**src/asr_defs.svh**
```systemverilog
// Purpose: offsets, field positions, reset values and timing counts of the setup bank
// Assumes: 6-bit register addresses, 8-bit register data
// Notes:   definitions only, included by bare name
`ifndef ASR_DEFS_SVH
`define ASR_DEFS_SVH

// ----------------------------------------------------------------------------
// register offsets
// ----------------------------------------------------------------------------
`define ASR_OFS_POWER_SAMPLING   6'h01
`define ASR_OFS_OUTPUT_REFERENCE 6'h02
`define ASR_OFS_CLAMP_TIMING     6'h03
`define ASR_OFS_DEVICE_RESET     6'h04
`define ASR_OFS_COLOUR_RESET     6'h05

// ----------------------------------------------------------------------------
// reset values and writable-bit masks (reserved bits read zero)
// ----------------------------------------------------------------------------
`define ASR_RST_POWER_SAMPLING   8'h03
`define ASR_RST_OUTPUT_REFERENCE 8'h20
`define ASR_RST_CLAMP_TIMING     8'h1f
`define ASR_MSK_POWER_SAMPLING   8'h7f
`define ASR_MSK_OUTPUT_REFERENCE 8'hef
`define ASR_MSK_CLAMP_TIMING     8'hff

// ----------------------------------------------------------------------------
// field positions
// ----------------------------------------------------------------------------
`define ASR_PS_ENABLE    0
`define ASR_PS_CDS       1
`define ASR_PS_MONO      2
`define ASR_PS_SELECTIVE_POWERDOWN     3
`define ASR_PS_OFFSET    4
`define ASR_PS_MAX_SPEED_MODE_FLAG     6
`define ASR_OR_FORMAT    0
`define ASR_OR_INVERT    2
`define ASR_OR_EXTREF    3
`define ASR_OR_RANGE     5
`define ASR_OR_LATENCY   6
`define ASR_CT_DACCODE   0
`define ASR_CT_SHIFT     4
`define ASR_CT_PICK      6

// ----------------------------------------------------------------------------
// ADC period counts in master clock periods, latency field codes in added ADC periods
// ----------------------------------------------------------------------------
`define ASR_ADC_MCLK_NORMAL 2'h2
`define ASR_ADC_MCLK_MODE3  2'h3
`define ASR_LAT_ADD_TWO     2'h2
`define ASR_LAT_ADD_THREE   2'h3

`endif

```
**src/asr_pkg.sv**
```systemverilog
// Purpose: types shared by the setup bank and its colour counter
// Assumes: nothing
// Notes:   constants live in asr_defs.svh
package asr_pkg;

	// auto-cycle colour position
	typedef enum logic [1:0] {colour_red, colour_green, colour_blue} asr_colour_t;

	// colour counter state
	typedef struct packed {
		asr_colour_t colour;
	} asr_cyc_state_t;

	// setup bank state
	typedef struct packed {
		logic [7:0] power_sampling;
		logic [7:0] output_reference;
		logic [7:0] clamp_timing;
		logic [7:0] rdata;
		logic       full_pd;
		logic [3:0] blk_dis;
		logic       cds;
		logic       mono;
		logic       ofs_pos;
		logic       ofs_neg;
		logic       max_speed;
		logic       fmt_par;
		logic       fmt_byte;
		logic       fmt_nib;
		logic       invert;
		logic       dac_pd;
		logic       ref_oe;
		logic       dac_rng;
		logic [3:0] dac_code;
		logic [1:0] adc_period;
		logic [3:0] lat_mclk;
		logic       shift_adv;
		logic [1:0] shift_ret;
		logic [1:0] pick;
		logic       green_dis;
		logic       blue_dis;
		logic       dev_rst;
		logic [1:0] acyc_sync;
		logic       acyc_prev;
	} asr_state_t;

endpackage

```
**src/asr_colour_cycle.sv**
```systemverilog
// Purpose: auto-cycle colour counter, red then green then blue then red
// Assumes: advance and clear are one-cycle pulses on mclk
// Notes:   clear wins over advance
`timescale 1ns/10ps

module asr_colour_cycle (
	// clock and reset
	input  wire logic                mclk,
	input  wire logic                rst_n,
	input  wire logic                clk_en,
	// control
	input  wire logic                clear,
	input  wire logic                advance,
	// position
	output asr_pkg::asr_colour_t     colour_r
);
	import asr_pkg::*;

	asr_cyc_state_t s_r;
	asr_cyc_state_t s_nxt;

	// next position
	always_comb begin
		s_nxt = s_r;
		if (clk_en) begin
			if (clear) begin
				s_nxt.colour = colour_red;
			end else if (advance) begin
				case (s_r.colour)
					colour_red:   s_nxt.colour = colour_green;
					colour_green: s_nxt.colour = colour_blue;
					colour_blue:  s_nxt.colour = colour_red;
					default:      s_nxt.colour = colour_red;
				endcase
			end
		end
	end

	// state register
	always_ff @(posedge mclk or negedge rst_n) begin
		if (!rst_n) begin
			s_r <= '{colour: colour_red};
		end else begin
			s_r <= s_nxt;
		end
	end

	assign colour_r = s_r.colour;
endmodule

```
**src/asr_setup_bank.sv**
```systemverilog
// Purpose: setup register bank of a three-channel imaging front end
// Assumes: register strobes come from the serial decoder on mclk
// Notes:   every control output is registered, one edge after the write
`timescale 1ns/10ps
`include "asr_defs.svh"

module asr_setup_bank #(
	parameter int ADDR_W = 6,
	parameter int DATA_W = 8
) (
	// clock, reset, enable
	input  wire logic                mclk,
	input  wire logic                rstn,
	input  wire logic                clk_en,
	// register access from the serial decoder
	input  wire logic                wr_en,
	input  wire logic                rd_en,
	input  wire logic [ADDR_W-1:0]   addr,
	input  wire logic [DATA_W-1:0]   wdata,
	output logic      [DATA_W-1:0]   rdata_r,
	// surrounding controls
	input  wire logic                sequential_colour_enable,
	input  wire logic [3:0]          block_disable_field,
	input  wire logic                mode_three,
	input  wire logic                acyc_pin,
	// power and sampling
	output logic                     full_powerdown_r,
	output logic      [3:0]          block_disable_r,
	output logic                     cds_enable_r,
	output logic                     mono_enable_r,
	output logic                     offset_pos_fs_r,
	output logic                     offset_neg_fs_r,
	output logic                     max_speed_mode_flag_r,
	// output formatting
	output logic                     format_parallel_r,
	output logic                     format_byte_r,
	output logic                     format_nibble_r,
	output logic                     output_invert_r,
	output logic      [3:0]          latency_mclk_r,
	output logic      [1:0]          adc_period_mclk_r,
	// reference DAC
	output logic                     reference_dac_powerdown_r,
	output logic                     reference_level_pin_oe_r,
	output logic                     reference_dac_range_r,
	output logic      [3:0]          reference_dac_code_r,
	// sampling timing and channels
	output logic                     reset_shift_advance_r,
	output logic      [1:0]          reset_shift_retard_r,
	output logic      [1:0]          mono_input_pick_r,
	output logic                     green_amp_disable_r,
	output logic                     blue_amp_disable_r,
	// strobes and counter
	output logic                     device_reset_r,
	output asr_pkg::asr_colour_t     colour_pos_r
);
	import asr_pkg::*;

	// ------------------------------------------------------------------------
	// parameter checks
	// ------------------------------------------------------------------------
	// the register layout is fixed at six address and eight data bits
	if (ADDR_W != 6 || DATA_W != 8) begin : g_bad_width
		$error("asr_setup_bank needs ADDR_W 6 and DATA_W 8");
	end

	// ------------------------------------------------------------------------
	// reset release
	// ------------------------------------------------------------------------
	logic [1:0] rst_sync_r;
	logic       rst_n_r;

	// async assert, two-flop release so nothing sees a ragged deassertion
	always_ff @(posedge mclk or negedge rstn) begin
		if (!rstn) begin
			rst_sync_r <= 2'h0;
		end else begin
			rst_sync_r <= {rst_sync_r[0], 1'h1};
		end
	end
	assign rst_n_r = rst_sync_r[1];

	// ------------------------------------------------------------------------
	// state and decode
	// ------------------------------------------------------------------------
	asr_state_t s_r;
	asr_state_t s_nxt;
	logic       wr_ps;
	logic       wr_or;
	logic       wr_ct;
	logic       wr_dev_rst;
	logic       wr_cyc_rst;
	logic       cyc_clear;
	logic       cyc_advance;

	// write decode, qualified by the clock enable
	assign wr_ps      = clk_en && wr_en && (addr == `ASR_OFS_POWER_SAMPLING);
	assign wr_or      = clk_en && wr_en && (addr == `ASR_OFS_OUTPUT_REFERENCE);
	assign wr_ct      = clk_en && wr_en && (addr == `ASR_OFS_CLAMP_TIMING);
	assign wr_dev_rst = clk_en && wr_en && (addr == `ASR_OFS_DEVICE_RESET);
	assign wr_cyc_rst = clk_en && wr_en && (addr == `ASR_OFS_COLOUR_RESET);

	// cycle counter clear
	// the data value is ignored; a device reset clears the counter too
	assign cyc_clear   = wr_cyc_rst || wr_dev_rst;
	// counter steps on a rising pin edge, only meaningful line by line
	assign cyc_advance = sequential_colour_enable && s_r.acyc_sync[1] && !s_r.acyc_prev;

	// ------------------------------------------------------------------------
	// next state
	// ------------------------------------------------------------------------
	always_comb begin
		s_nxt = s_r;
		if (clk_en) begin
			// pin synchroniser; only stage 1 feeds the edge detector
			s_nxt.acyc_sync = {s_r.acyc_sync[0], acyc_pin};
			s_nxt.acyc_prev = s_r.acyc_sync[1];
			s_nxt.dev_rst   = 1'h0;

			// register writes, reserved bits held at zero
			if (wr_ps) begin
				s_nxt.power_sampling = wdata & `ASR_MSK_POWER_SAMPLING;
			end
			if (wr_or) begin
				s_nxt.output_reference = wdata & `ASR_MSK_OUTPUT_REFERENCE;
			end
			if (wr_ct) begin
				s_nxt.clamp_timing = wdata & `ASR_MSK_CLAMP_TIMING;
			end
			if (wr_dev_rst) begin
				s_nxt.power_sampling   = `ASR_RST_POWER_SAMPLING;
				s_nxt.output_reference = `ASR_RST_OUTPUT_REFERENCE;
				s_nxt.clamp_timing     = `ASR_RST_CLAMP_TIMING;
				s_nxt.rdata            = 8'h00;
				s_nxt.dev_rst          = 1'h1;
			end

			// readback; strobe locations and holes read zero
			if (rd_en && !wr_dev_rst) begin
				case (addr)
					`ASR_OFS_POWER_SAMPLING:   s_nxt.rdata = s_r.power_sampling;
					`ASR_OFS_OUTPUT_REFERENCE: s_nxt.rdata = s_r.output_reference;
					`ASR_OFS_CLAMP_TIMING:     s_nxt.rdata = s_r.clamp_timing;
					default:                   s_nxt.rdata = 8'h00;
				endcase
			end

			// global power-down, ignored under selective control
			s_nxt.full_pd = !s_nxt.power_sampling[`ASR_PS_SELECTIVE_POWERDOWN]
				&& !s_nxt.power_sampling[`ASR_PS_ENABLE];
			// individual disables only under selective control
			s_nxt.blk_dis = s_nxt.power_sampling[`ASR_PS_SELECTIVE_POWERDOWN] ? block_disable_field : 4'h0;
			s_nxt.cds = s_nxt.power_sampling[`ASR_PS_CDS];
			s_nxt.mono = s_nxt.power_sampling[`ASR_PS_MONO] || sequential_colour_enable;
			case (s_nxt.power_sampling[`ASR_PS_OFFSET +: 2])
				2'h2:    {s_nxt.ofs_pos, s_nxt.ofs_neg} = 2'h2;
				2'h3:    {s_nxt.ofs_pos, s_nxt.ofs_neg} = 2'h1;
				default: {s_nxt.ofs_pos, s_nxt.ofs_neg} = 2'h0;
			endcase
			// max-speed flag passed to the timing logic
			s_nxt.max_speed = s_nxt.power_sampling[`ASR_PS_MAX_SPEED_MODE_FLAG];

			case (s_nxt.output_reference[`ASR_OR_FORMAT +: 2])
				2'h0:    {s_nxt.fmt_par, s_nxt.fmt_byte, s_nxt.fmt_nib} = 3'h4;
				2'h3:    {s_nxt.fmt_par, s_nxt.fmt_byte, s_nxt.fmt_nib} = 3'h1;
				default: {s_nxt.fmt_par, s_nxt.fmt_byte, s_nxt.fmt_nib} = 3'h2;
			endcase
			s_nxt.invert = s_nxt.output_reference[`ASR_OR_INVERT];
			// external reference floats the DAC output
			s_nxt.dac_pd = s_nxt.output_reference[`ASR_OR_EXTREF];
			s_nxt.ref_oe = !s_nxt.output_reference[`ASR_OR_EXTREF];
			s_nxt.dac_rng = s_nxt.output_reference[`ASR_OR_RANGE];
			s_nxt.adc_period = mode_three ? `ASR_ADC_MCLK_MODE3 : `ASR_ADC_MCLK_NORMAL;
			// extra latency in master clocks; code 01 is taken as minimum
			case (s_nxt.output_reference[`ASR_OR_LATENCY +: 2])
				`ASR_LAT_ADD_TWO:   s_nxt.lat_mclk = mode_three ? 4'h6 : 4'h4;
				`ASR_LAT_ADD_THREE: s_nxt.lat_mclk = mode_three ? 4'h9 : 4'h6;
				default:            s_nxt.lat_mclk = 4'h0;
			endcase

			s_nxt.dac_code = s_nxt.clamp_timing[`ASR_CT_DACCODE +: 4];
			// reset-sample shift, code 01 is nominal
			case (s_nxt.clamp_timing[`ASR_CT_SHIFT +: 2])
				2'h0:    {s_nxt.shift_adv, s_nxt.shift_ret} = 3'h4;
				2'h2:    {s_nxt.shift_adv, s_nxt.shift_ret} = 3'h1;
				2'h3:    {s_nxt.shift_adv, s_nxt.shift_ret} = 3'h2;
				default: {s_nxt.shift_adv, s_nxt.shift_ret} = 3'h0;
			endcase
			// mono pick, forced to red line by line
			s_nxt.pick = sequential_colour_enable ? 2'h0 : s_nxt.clamp_timing[`ASR_CT_PICK +: 2];
			// save power on the unused amplifiers
			s_nxt.green_dis = sequential_colour_enable;
			s_nxt.blue_dis  = sequential_colour_enable;
		end
	end

	// ------------------------------------------------------------------------
	// state register
	// ------------------------------------------------------------------------
	// reset image matches what the defaults decode to
	always_ff @(posedge mclk or negedge rst_n_r) begin
		if (!rst_n_r) begin
			s_r                  <= '0;
			s_r.power_sampling   <= `ASR_RST_POWER_SAMPLING;
			s_r.output_reference <= `ASR_RST_OUTPUT_REFERENCE;
			s_r.clamp_timing     <= `ASR_RST_CLAMP_TIMING;
			s_r.cds              <= 1'h1;
			s_r.fmt_par          <= 1'h1;
			s_r.ref_oe           <= 1'h1;
			s_r.dac_rng          <= 1'h1;
			s_r.dac_code         <= 4'hf;
			s_r.adc_period       <= `ASR_ADC_MCLK_NORMAL;
		end else begin
			s_r <= s_nxt;
		end
	end

	// ------------------------------------------------------------------------
	// colour counter
	// ------------------------------------------------------------------------
	asr_colour_cycle u_cycle (
		.mclk     (mclk),
		.rst_n    (rst_n_r),
		.clk_en   (clk_en),
		.clear    (cyc_clear),
		.advance  (cyc_advance),
		.colour_r (colour_pos_r)
	);

	// ------------------------------------------------------------------------
	// outputs
	// ------------------------------------------------------------------------
	assign rdata_r                   = s_r.rdata;
	assign full_powerdown_r          = s_r.full_pd;
	assign block_disable_r           = s_r.blk_dis;
	assign cds_enable_r              = s_r.cds;
	assign mono_enable_r             = s_r.mono;
	assign offset_pos_fs_r           = s_r.ofs_pos;
	assign offset_neg_fs_r           = s_r.ofs_neg;
	assign max_speed_mode_flag_r     = s_r.max_speed;
	assign format_parallel_r         = s_r.fmt_par;
	assign format_byte_r             = s_r.fmt_byte;
	assign format_nibble_r           = s_r.fmt_nib;
	assign output_invert_r           = s_r.invert;
	assign latency_mclk_r            = s_r.lat_mclk;
	assign adc_period_mclk_r         = s_r.adc_period;
	assign reference_dac_powerdown_r = s_r.dac_pd;
	assign reference_level_pin_oe_r  = s_r.ref_oe;
	assign reference_dac_range_r     = s_r.dac_rng;
	assign reference_dac_code_r      = s_r.dac_code;
	assign reset_shift_advance_r     = s_r.shift_adv;
	assign reset_shift_retard_r      = s_r.shift_ret;
	assign mono_input_pick_r         = s_r.pick;
	assign green_amp_disable_r       = s_r.green_dis;
	assign blue_amp_disable_r        = s_r.blue_dis;
	assign device_reset_r            = s_r.dev_rst;
endmodule

```
**config.mk**
```make
export PLATFORM = sky130hd
export DESIGN_NAME = asr_setup_bank
export DESIGN_NICKNAME = d
export VERILOG_FILES = /design/src/asr_pkg.sv /design/src/asr_colour_cycle.sv /design/src/asr_setup_bank.sv
export VERILOG_INCLUDE_DIRS = /design/src
export SDC_FILE = /design/constraint.sdc
export NUM_CORES = 1
export LEC_CHECK = 0
export CAP_MARGIN = 40
export CORE_ASPECT_RATIO = 1.5
export CORE_MARGIN = 2
export CORE_UTILIZATION = 40
export DETAILED_ROUTE_END_ITERATION = 10
export DONT_BUFFER_PORTS = 1
export MAX_ROUTING_LAYER = met4
export PLACE_DENSITY = 0.67
export SYNTH_ARGS = -nofsm -noshare
export SYNTH_HDL_FRONTEND = slang
export SYNTH_SLANG_ARGS = --single-unit
```
**constraint.sdc**
```tcl
create_clock -name mclk -period 1.9 [get_ports mclk]
set_input_delay 0.285 -clock mclk [delete_from_list [all_inputs] [get_ports mclk]]
set_output_delay 0.285 -clock mclk [all_outputs]
set_load 0.01 [all_outputs]
```
==> results by group, run 1 <==
STA
  – Highest attainable clock frequency: 628 MHz
  – Worst-Margin Slew: 0.501 ns
  – Hold Violations, Final: 0
  – Period minus WS final: 1.59 ns
  – Final setup violating endpoints: 0
  – Unrepaired setup endpoints after global routing: false
  – Final critical-path share of the clock period: 83.9%
  – Worst Clk Skew: 0.00849 ns
  – Max-slew headroom: 66.6%
  – Number of max-slew violations in the final report: 0
  – Sum of negative setup slack: 0 ns

Yosys
  – Post-synthesis async set-or-reset flop share: 100%
  – Most common flop cell mapped by yosys: sky130_fd_sc_hd__dfrtp_1
  – Number of enable-type register cells in the synthesized netlist: 0
  – Summed instance area of the synthesized netlist: 3010 µm²
  – Top cell type's share of synthesized area: between 40 and 50%
  – Ys Warns: 0
  – Synth unique cells: 53
  – Post-Syn Instances: 269
  – #FFs+latches synth: 60
  – Top cells by area in the synthesized netlist: sky130_fd_sc_hd__dfrtp_1 42%, sky130_fd_sc_hd__dfstp_2 8.7%, sky130_fd_sc_hd__buf_4 7.0%
  – Sequential-to-total area share from yosys stat: between 50% and 60%
  – Mean instance size in the synthesized netlist: ~11 µm²
  – Dominant cell type by area after synthesis: sky130_fd_sc_hd__dfrtp_1

Drt
  – DRC errors left: 0
  – Vias per inst: around 5.5
  – Length of the first detailed-routing pass in iterations: 4
  – Number of vias in the routed layout: around 2,000
  – Post-DR wirelength/cell: 19.3 µm
  – Antenna-violating nets left: 0
  – Total wire length after detailed routing: between 6 and 7 mm
  – Violation count after the first detailed-routing iteration: 88

Placement
  – Number of placed cells counting well taps: 339
  – # port buffers: 0
  – HPWL after detailed placement: 5.20 mm
  – Cell area after placement: a little under 3000 µm²
  – Global placer's final weighted congestion: 0.939

Clocking
  – Clock latency on the worst-skew pair: 0.34 ns
  – CTS H-tree depth: 3
  – TritonCTS clock tree: built
  – Number of buffers on the longest clock path: 2
  – PostCTS Resize Cnt: 0
  – Clock tree root driver cell: sky130_fd_sc_hd__clkbuf_8
  – Clock transition at the register clock pins on the worst setup and hold paths after CTS: 0.07 ns
  – Number of clock buffers inserted by TritonCTS: 9
  – Sinks on Clock Net: 60
  – Setup fix buffers added after clock tree synthesis: 0
  – Hold-fix buffer count after cts: 1

Final layout
  – Share of post-route cells with drive strength above 1: 24.6%
  – Layout Cell Area excl Fill: 3210 µm²
  – Area Overhead vs Synth: 6.73%
  – Final standard cell count with taps included and fillers excluded: 356
  – Net count of the finished layout: 279
  – Count of inserted antenna diode cells: 0
  – Layout filler cell count: 701

Setup path
  – Arrival time at the worst endpoint: 1.81 ns
  – Worst Setup Path Type: in2reg
  – Ordered list of cells on the worst path: or4b_4, nor4_4, buf_4, o21ai_2, ha_2, mux2_4
  – Cell at the slowest stage of the critical path: sky130_fd_sc_hd__or4b_4
  – Type of destination of the critical path: flip-flop
  – Worst setup SP type: input port
  – Required time of the critical path: 2.12 ns
  – Slowest cell delay on critical path: 0.56 ns
  – Peak fanout along the critical path: 4
  – Register-to-register setup slack: 0.57 ns

Die
  – DIE AREA: 8250 µm²
  – I/O pin total: 71
  – Placement row count: 38
  – Y dimension of the die: 110 µm
  – Starting Density: 41.4%
  – Area of the core region: about 7300 µm²
  – DIE WIDTH: approximately 75 µm

Global routing
  – Wire length of the first global-routing pass: approximately 11 mm
  – Initial antenna violation count: 0
  – Pin count of the biggest net entering global routing: 59
  – Via count of the first global-routing pass: 2,067
  – Overall overflow remaining after global route: 0
  – Global-route total usage across every layer: 19.2%

Job
  – Max-cap check violation count: 0

Run status
  – Result of the run: finished clean

Power
  – VDD IR-drop max: 530 µV
  – Power per unit of standard cell area: 977 nW/µm²
  – Leak Pwr: 0.00144 µW

Worst hold path
  – Path category of the worst min-delay check: in2reg
cells by family (layout without fill, tap and decap cells):
logic type | Yosys count | count (layout) | share of synthesized area [%]
fa+ha+maj | 2 | 2 | 0.831
mux | 26 | 26 | 9.14
compound gates | 64 | 64 | 16.9
buf+inv | 49 | 35 | 9.85
flops | 60 | 60 | 50.3
xor+xnor | 2 | 2 | 0.582
other cells | 1 | 2 | 0.125
simple gates | 65 | 65 | 12.3
stage by stage:
step	worst slack, ns	hold slack (ns)	utilization, %	power (µW)
final	0.307	0.0395	44.2	3140
after global routing	0.266	0.0214	44.2	3290
after CTS	0.314	0.0252	44.2	3170
after detailed placement	-0.0497	-0.0105	40.9	1870
after global placement	0.0294	-0.0105	40.9	1850
after floorplan	-0.104	-0.0106	-	1840
final cells by class:
cell class / instances / area, µm² / area share, %
Sequential cell: 60 / 1520 / 47.1
Timing Repair Buffer: 11 / 97.6 / 3.04
Clock inverter: 3 / 68.8 / 2.14
Inverter: 8 / 30.0 / 0.934
Clock buffer: 13 / 159 / 4.94
Multi-Input combinational cell: 161 / 1220 / 37.9
Tap cell: 100 / 125 / 3.89
registers in the layout (all words and copies together), names as in the netlist, 2 cells and up:
signal,flops
u_cycle.colour_r,2
block_disable_r,4
rdata_r,8
mono_input_pick_r,2
rst_sync_r,2
latency_mclk_r,3
reset_shift_retard_r,2
s_r,25
where the power goes:
part / switching, µW / internal [µW]
Combinational: 136 / 135
Sequential: 144 / 1420
Clock: 489 / 814
Total: 770 / 2370
path summary, 6_finish.rpt:
path                                                from                      end  cells after the start
worst max-delay path                             addr[4]          format_nibble_r                      6
max in group asynchronous                  rst_sync_r[1]                  s_r[59]                      1
worst min-delay path            sequential_colour_enable     mono_input_pick_r[0]                      1
worst max register to register                   s_r[50]  reset_shift_retard_r[0]                      3
min in group asynchronous                           rstn            rst_sync_r[0]                      1
worst min register to register             rst_sync_r[1]       blue_amp_disable_r                      1
cells in the final DEF, fill, tap and decap left out, drive strengths merged, types with 2 or more instances in the layout:
cell type / n
nand2: 30
o21ai: 13
inv: 7
buf: 10
nor3b: 2
mux2i: 14
conb: 2
nor2b: 8
nor3: 2
mux2: 12
o21a: 2
clkbuf: 13
a21oi: 3
nand3: 3
a41o: 2
dfstp: 10
ha: 2
or2: 2
a22oi: 3
o31a: 2
a22o: 10
nand4: 2
o2bb2ai: 4
nor2: 5
dfrtp: 50
clkinv: 2
o31ai: 4
o211ai: 2
nand4b: 2
a31o: 5
a32o: 5
xor2: 2
o41ai: 2
bufinv: 2
metal layers:
| layer | vias to the layer above | GRT usage (%) | routed length [µm] |
|---|---|---|---|
| met5 | - | - | 0 |
| met4 | 0 | 8.80 | 149 |
| met3 | 13 | 6.27 | 405 |
| met2 | 50 | 32.0 | 3700 |
| met1 | 1001 | 20.4 | 2630 |
| li1 | 905 | - | - |
Yosys cell counts (3+ instances only):
master / count
sky130_fd_sc_hd__dfrtp_1: 50
sky130_fd_sc_hd__nand2_1: 30
sky130_fd_sc_hd__buf_4: 28
sky130_fd_sc_hd__mux2i_1: 14
sky130_fd_sc_hd__mux2_2: 12
sky130_fd_sc_hd__o21ai_0: 12
sky130_fd_sc_hd__a22o_1: 10
sky130_fd_sc_hd__dfstp_2: 10
sky130_fd_sc_hd__nor2b_1: 8
sky130_fd_sc_hd__inv_1: 7
sky130_fd_sc_hd__buf_2: 6
sky130_fd_sc_hd__a31o_2: 5
sky130_fd_sc_hd__a32o_1: 5
sky130_fd_sc_hd__clkbuf_1: 5
sky130_fd_sc_hd__nor2_1: 5
sky130_fd_sc_hd__o2bb2ai_1: 4
sky130_fd_sc_hd__o31ai_1: 4
sky130_fd_sc_hd__a21oi_1: 3
sky130_fd_sc_hd__a22oi_1: 3
worst max-delay path: cells and delay by family:
family / cells / cell delay (ns)
muxes: 1 / 0.25
adders and majority gates: 1 / 0.17
AOI/OAI and AO/OA: 1 / 0.06
and+or+nand+nor: 2 / 0.83
buffers and inverters: 1 / 0.22
(Power assumes the default switching activity.)
==> inputs of run 2 (changes only) <==
==> constraint.sdc (replaced) <==
create_clock -name mclk -period 1.3 [get_ports mclk]
set_input_delay 0.195 -clock mclk [delete_from_list [all_inputs] [get_ports mclk]]
set_output_delay 0.195 -clock mclk [all_outputs]
set_load 0.01 [all_outputs]
==> run 2 against run 1 <==
Net effect: the run now ends with setup timing left; largest power group unchanged; die area stayed put; count of clock-buffer cells in the layout is 1 higher; flip-flop and latch count stayed put; sequential share of layout area is 5.5 points lower; final cell count is 12% higher; final area is 13% higher; sequential power is 46% higher.
==> results by group, run 2 (synthesis gave the netlist of run 1 again) <==
Run status
  – Result of the run: finished, violations left
  – Violations in the final reports: setup timing

Power
  – Power per unit of standard cell area: 1240 nW/µm² (+27%)
  – Post-layout total power: 4520 µW (+44%)
  – VDD IR-drop max: 536 µV (+1.1%)
  – Leak Pwr: 0.00166 µW (+15%)

Die
  – I/O pin total: 71 (unchanged)
  – Area of the core region: 7270 µm² (unchanged)
  – Y dimension of the die: 110 µm (unchanged)
  – Starting Density: 41.4% (unchanged)
  – Placement row count: 38 (unchanged)
  – DIE WIDTH: 74.8 µm (unchanged)
  – DIE AREA: 8250 µm² (unchanged)

Clocking
  – Number of buffers on the longest clock path: 2 (unchanged)
  – Clock tree root driver cell: sky130_fd_sc_hd__clkbuf_8
  – TritonCTS clock tree: built
  – Sinks on Clock Net: 60 (unchanged)
  – Number of clock buffers inserted by TritonCTS: 9 (unchanged)
  – Clock transition at the register clock pins on the worst setup and hold paths after CTS: 0.07 ns (about the same)
  – CTS H-tree depth: 3 (unchanged)
  – Clock latency on the worst-skew pair: 0.34 ns (about the same)

Final layout
  – Count of inserted antenna diode cells: 0 (unchanged)
  – Leading cell type in the layout, fill and taps excluded: sky130_fd_sc_hd__dfrtp_1
  – Share of post-route cells with drive strength above 1: 36.2% (+12 points)
  – Register name with the most flops: s_r
  – Area Overhead vs Synth: 20.9%
  – Number of flip-flops in the largest register: 25 (unchanged)
  – Layout Cell Area excl Fill: 3640 µm² (+13%)
  – Commonest cells after routing, fill and taps aside: 49 x sky130_fd_sc_hd__dfrtp_1, 36 x sky130_fd_sc_hd__buf_4, 26 x sky130_fd_sc_hd__nand2_1
  – Net count of the finished layout: 321 (+15%)

Placement
  – Global placer's final weighted congestion: 0.884 (-5.9%)
  – Worst slack at placement: -0.559 ns (-0.510 ns)
  – # port buffers: 0 (unchanged)
  – Cell area after placement: 3170 µm² (+6.5%)
  – HPWL after detailed placement: 5.30 mm (+1.9%)

STA
  – Hold Violations, Final: 0 (unchanged)
  – Sum of negative setup slack: -1.23 ns (-1.23 ns)
  – Highest attainable clock frequency: around 700 MHz
  – Worst Clk Skew: 0.00498 ns (-0.00351 ns)
  – Slack of the critical path: -0.166 ns (-0.473 ns)
  – Final critical-path share of the clock period: 113%
  – Unrepaired setup endpoints after global routing: true
  – Number of max-slew violations in the final report: 0 (unchanged)
  – Period minus WS final: 1.47 ns
  – Worst hold slack: 0.0127 ns (-0.0269 ns)
  – Final setup violating endpoints: 10 (+10)

Drt
  – Antenna-violating nets left: 0 (unchanged)
  – Total wire length after detailed routing: 7.54 mm (+9.5%)
  – DRC errors left: 0 (unchanged)
  – Vias per inst: 5.37 (-3.0%)
  – Number of vias in the routed layout: 2,136 (+8.5%)
  – Length of the first detailed-routing pass in iterations: 4 (unchanged)
  – Post-DR wirelength/cell: 18.9 µm (-2.1%)
  – Violation count after the first detailed-routing iteration: 88 (unchanged)

Setup path
  – Peak fanout along the critical path: 5 (+1)
  – Required time of the critical path: 1.53 ns (-0.59 ns)
  – Arrival time at the worst endpoint: 1.70 ns (-0.11 ns)
  – Worst setup SP type: input port
  – Type of destination of the critical path: flip-flop
  – Worst Setup Path Type: in2reg
  – Cell count of the worst reg-to-reg path: 3 (unchanged)

Global routing
  – Pin count of the biggest net entering global routing: 39 (-34%)
  – Global-route total usage across every layer: 19.7% (+0.50 points)
  – Wire length of the first global-routing pass: 11.4 mm (+3.3%)
  – Overall overflow remaining after global route: 0 (unchanged)
  – Via count of the first global-routing pass: 2,232 (+8.0%)
  – Initial antenna violation count: 0 (unchanged)

Job
  – Max-cap check violation count: 0 (unchanged)

Worst hold path
  – Worst Hold Path Cells: 1 (unchanged)
  – Path category of the worst min-delay check: in2reg
run 2: final timing paths:
check	slack (ns)	startpoint	endpoint
setup / recovery	-0.17	addr[4]	format_nibble_r
hold / removal	0.01	clk_en	s_r[2]
setup reg to reg	0.01	s_r[50]	reset_shift_retard_r[0]
hold reg to reg	0.14	rst_sync_r[1]	s_r[1]
max in group asynchronous	0.61	rst_sync_r[1]	s_r[50]
min in group asynchronous	0.08	rstn	rst_sync_r[0]
run 2: report_power, final:
group          total, µW  switching [µW]  leakage (µW)  internal, µW
sequential          2290             217      0.000755          2080
combinational        504             233      0.000800           271
clock               1720             732      0.000101           990
total               4520            1180       0.00166          3340
run 2: layout make-up:
cell class	count	area (µm²)
Inverter	8	30.0
Timing Repair Buffer	53	452
Sequential cell	60	1520
Clock buffer	14	163
Tap cell	100	125
Multi-Input combinational cell	161	1320
Clock inverter	2	35.0
Fill cell	634	3630
run 2: what timing repair did:
action,in CTS,in global routing
pin swaps,2,5
hold buffers,15,0
gates resized for setup,4,10
buffers inserted,1,7
hold endpoints to repair,21,0
endpoints found under the setup margin,12,22
run 2: worst max-delay path, cell delays in order:
cell	delay (ns)
sky130_fd_sc_hd__or4b_4	0.55
sky130_fd_sc_hd__nor4_4	0.27
sky130_fd_sc_hd__buf_4	0.21
sky130_fd_sc_hd__o21ai_2	0.05
sky130_fd_sc_hd__ha_2	0.17
sky130_fd_sc_hd__mux2_4	0.25
run 2: metrics by stage:
step,std cells,util (%)
after floorplan,270,-
after global placement,359,43.6
after detailed placement,359,43.6
after CTS,391,48.8
after global routing,398,50.1
final,398,50.1
run 2: metal layers:
| metal | GRT usage (%) | share of wire [%] | wire length, µm |
|---|---|---|---|
| met1 | 22.3 | 40 | 3020 |
| met2 | 31.8 | 52 | 3940 |
| met3 | 5.73 | 5.7 | 427 |
| met4 | 9.18 | 2.0 | 153 |
| met5 | - | 0 | 0 |
==> inputs of run 3 (changes only) <==
--- a/config.mk
+++ b/config.mk
@@ -7,7 +7,6 @@
 export NUM_CORES = 1
 export LEC_CHECK = 0
 export CAP_MARGIN = 40
-export CORE_ASPECT_RATIO = 1.5
 export CORE_MARGIN = 2
 export CORE_UTILIZATION = 40
 export DETAILED_ROUTE_END_ITERATION = 10
==> run 3 against run 2 <==
Net effect: the flow still finishes with violations (setup timing); worst hold slack worse by 0.0073 ns; clock skew up 0.00071 ns; setup slack better by 0.035 ns; first-iteration DRC count up 120%; sequential share of layout area up 0.13 points; final cell count down 2.0%; global-route usage down 0.14 points; largest cell class unchanged; highest routed layer unchanged.
==> results by group, run 3 (synthesis gave the netlist of run 1 again) <==
Die
  – Y dimension of the die: 90.8 µm (-18%)
  – DIE AREA: 8240 µm² (-0.17%)
  – DIE WIDTH: 90.8 µm (+21%)
  – I/O pin total: 71 (unchanged)
  – Starting Density: 41.5% (+0.12 points)
  – Area of the core region: 7250 µm² (-0.29%)
  – Placement row count: 31 (-18%)

Setup path
  – Worst setup SP type: input port
  – Arrival time at the worst endpoint: 1.66 ns (-0.04 ns)
  – Cell at the slowest stage of the critical path: sky130_fd_sc_hd__or4b_4
  – Type of destination of the critical path: flip-flop
  – Peak fanout along the critical path: 4 (-1)
  – Ordered list of cells on the worst path: or4b_4, nor4_4, buf_4, o21ai_2, ha_2, mux2_4
  – Worst Setup Path Type: in2reg
  – Startpoint of the worst register-to-register path: s_r[50]
  – Slowest cell delay on critical path: 0.55 ns (about the same)
  – Critical path origin: addr[4]
  – Required time of the critical path: 1.53 ns (about the same)
  – Cell count of the worst reg-to-reg path: 3 (unchanged)
  – Register-to-register setup slack: -0.02 ns (-0.03 ns)
  – R2R Path End: reset_shift_retard_r[0]

Power
  – Power per unit of standard cell area: 1390 nW/µm² (+12%)
  – Leak Pwr: 0.00166 µW (+0.19%)
  – VDD IR-drop max: 493 µV (-8.0%)

STA
  – Worst Clk Skew: 0.00569 ns (+0.000708 ns)
  – Final critical-path share of the clock period: 110% (-2.7 points)
  – Unrepaired setup endpoints after global routing: true
  – Number of max-slew violations in the final report: 0 (unchanged)
  – Hold Violations, Final: 0 (unchanged)
  – Final setup violating endpoints: 11 (+1)
  – Worst hold slack: 0.00541 ns (-0.00726 ns)
  – Slack of the critical path: -0.131 ns (+0.0347 ns)
  – Highest attainable clock frequency: 699 MHz (+2.4%)
  – Period minus WS final: 1.43 ns (-0.0347 ns)

Final layout
  – Area Overhead vs Synth: 20.6%
  – Share of post-route cells with drive strength above 1: 36.1% (-0.16 points)
  – Sequential standard cell area: 1520 µm² (unchanged)
  – Layout filler cell count: 648 (+2.2%)
  – Register name with the most flops: s_r
  – Number of flip-flops in the largest register: 25 (unchanged)
  – Net count of the finished layout: 314 (-2.2%)
  – Count of inserted antenna diode cells: 0 (unchanged)
  – Leading cell type in the layout, fill and taps excluded: sky130_fd_sc_hd__dfrtp_1
  – Area taken by multi-input logic gates: 1310 µm² (-0.95%)
  – Commonest cells after routing, fill and taps aside: 49 x sky130_fd_sc_hd__dfrtp_1, 35 x sky130_fd_sc_hd__buf_4, 27 x sky130_fd_sc_hd__nand2_1

Placement
  – # port buffers: 0 (unchanged)
  – HPWL after detailed placement: 5.17 mm (-2.5%)
  – Worst slack at placement: -0.482 ns (+0.0770 ns)
  – Global placer's final weighted congestion: 0.879 (-0.48%)

Global routing
  – Via count of the first global-routing pass: 2,255 (+1.0%)
  – Initial antenna violation count: 0 (unchanged)
  – Pin count of the biggest net entering global routing: 59 (+51%)
  – Wire length of the first global-routing pass: 12.2 mm (+6.7%)
  – Overall overflow remaining after global route: 0 (unchanged)
  – Global-route total usage across every layer: 19.6% (-0.14 points)

Drt
  – Length of the first detailed-routing pass in iterations: 4 (unchanged)
  – Post-DR wirelength/cell: 18.9 µm (about the same)
  – Vias per inst: 5.39 (+0.43%)
  – DRC errors left: 0 (unchanged)
  – Violation count after the first detailed-routing iteration: 194 (+120%)
  – Total wire length after detailed routing: 7.39 mm (-2.0%)
  – Number of vias in the routed layout: 2,102 (-1.6%)
  – Antenna-violating nets left: 0 (unchanged)

Worst hold path
  – Path category of the worst min-delay check: in2reg
  – Start point of the worst hold path: block_disable_field[3]
  – Hold Path Sink: block_disable_r[3]
  – Worst Hold Path Cells: 2 (+1)

Clocking
  – Number of clock buffers inserted by TritonCTS: 9 (unchanged)
  – TritonCTS clock tree: built
  – Clock latency on the worst-skew pair: 0.34 ns (about the same)
  – Clock transition at the register clock pins on the worst setup and hold paths after CTS: 0.07 ns (about the same)
  – Number of buffers on the longest clock path: 2 (unchanged)
  – CTS H-tree depth: 3 (unchanged)
  – Clock tree root driver cell: sky130_fd_sc_hd__clkbuf_8
  – Sinks on Clock Net: 60 (unchanged)

Run status
  – Result of the run: finished, violations left
  – Violations in the final reports: setup timing

Job
  – Max-cap check violation count: 0 (unchanged)
run 3: cell count changes in the layout (fill, tap and decap cells not counted), moves of 2 or more:
cell,change
sky130_fd_sc_hd__dlygate4sd3_1,-5
sky130_fd_sc_hd__clkbuf_1,-3
sky130_fd_sc_hd__bufinv_16,+2
sky130_fd_sc_hd__clkbuf_8,+2
run 3: area by class of cell:
cell class / instances / area share, %
Multi-Input combinational cell: 161 / 36.1
Sequential cell: 60 / 41.7
Tap cell: 99 / 3.41
Inverter: 8 / 0.827
Timing Repair Buffer: 46 / 10.5
Clock inverter: 3 / 2.48
Clock buffer: 13 / 4.93
run 3: where the power goes:
group	switching (µW)	leakage, µW	internal [µW]	total, µW
clock network	756	0.000136	1480	2240
logic	230	0.000768	275	506
registers	210	0.000755	2080	2290
total	1200	0.00166	3840	5030
run 3: layer usage:
layer | wire length (µm) | GRT usage [%] | vias up
met5 | 0 | - | -
met4 | 146 | 8.21 | 0
met3 | 475 | 5.84 | 13
met2 | 3490 | 29.6 | 69
met1 | 3280 | 24.6 | 1040
li1 | - | - | 980
run 3: how the worst max path moves through the flow:
| stage | endpoint | slack (ns) | cells past startpoint |
|---|---|---|---|
| final | format_nibble_r | -0.13 | 6 |
| after global routing | format_nibble_r | -0.20 | 6 |
| after CTS | format_nibble_r | -0.13 | 6 |
| after detailed placement | format_nibble_r | -0.48 | 6 |
| after global placement | format_nibble_r | -0.48 | 6 |
| after floorplan | format_nibble_r | -0.61 | 6 |
run 3: worst max-delay path: cells and delay by family:
kind	cells	cell delay, ns
AND/OR/NAND/NOR	2	0.78
buffers and inverters	1	0.20
adder cells (fa/ha/maj)	1	0.18
multiplexers	1	0.25
AO/OA/AOI/OAI	1	0.05
run 3: per-stage QoR:
step	cell area [µm²]	util (%)	instances	TNS, ns	total power [µW]
after floorplan	3110	-	270	-7.54	2710
after global placement	3180	43.8	359	-10.09	2750
after detailed placement	3180	43.8	359	-10.76	2770
after CTS	3590	49.5	386	-0.248	5050
after global routing	3630	50.1	390	-1.44	5240
final	3630	50.1	390	-0.756	5030
run 3: what timing repair did:
item | 4_1_cts | 5_1_grt
gates resized for setup | 6 | 3
endpoints found under the setup margin | 4 | 19
pin swaps | 1 | 8
hold endpoints to repair | 14 | 0
hold buffers | 10 | 0
setup buffers | 1 | 6
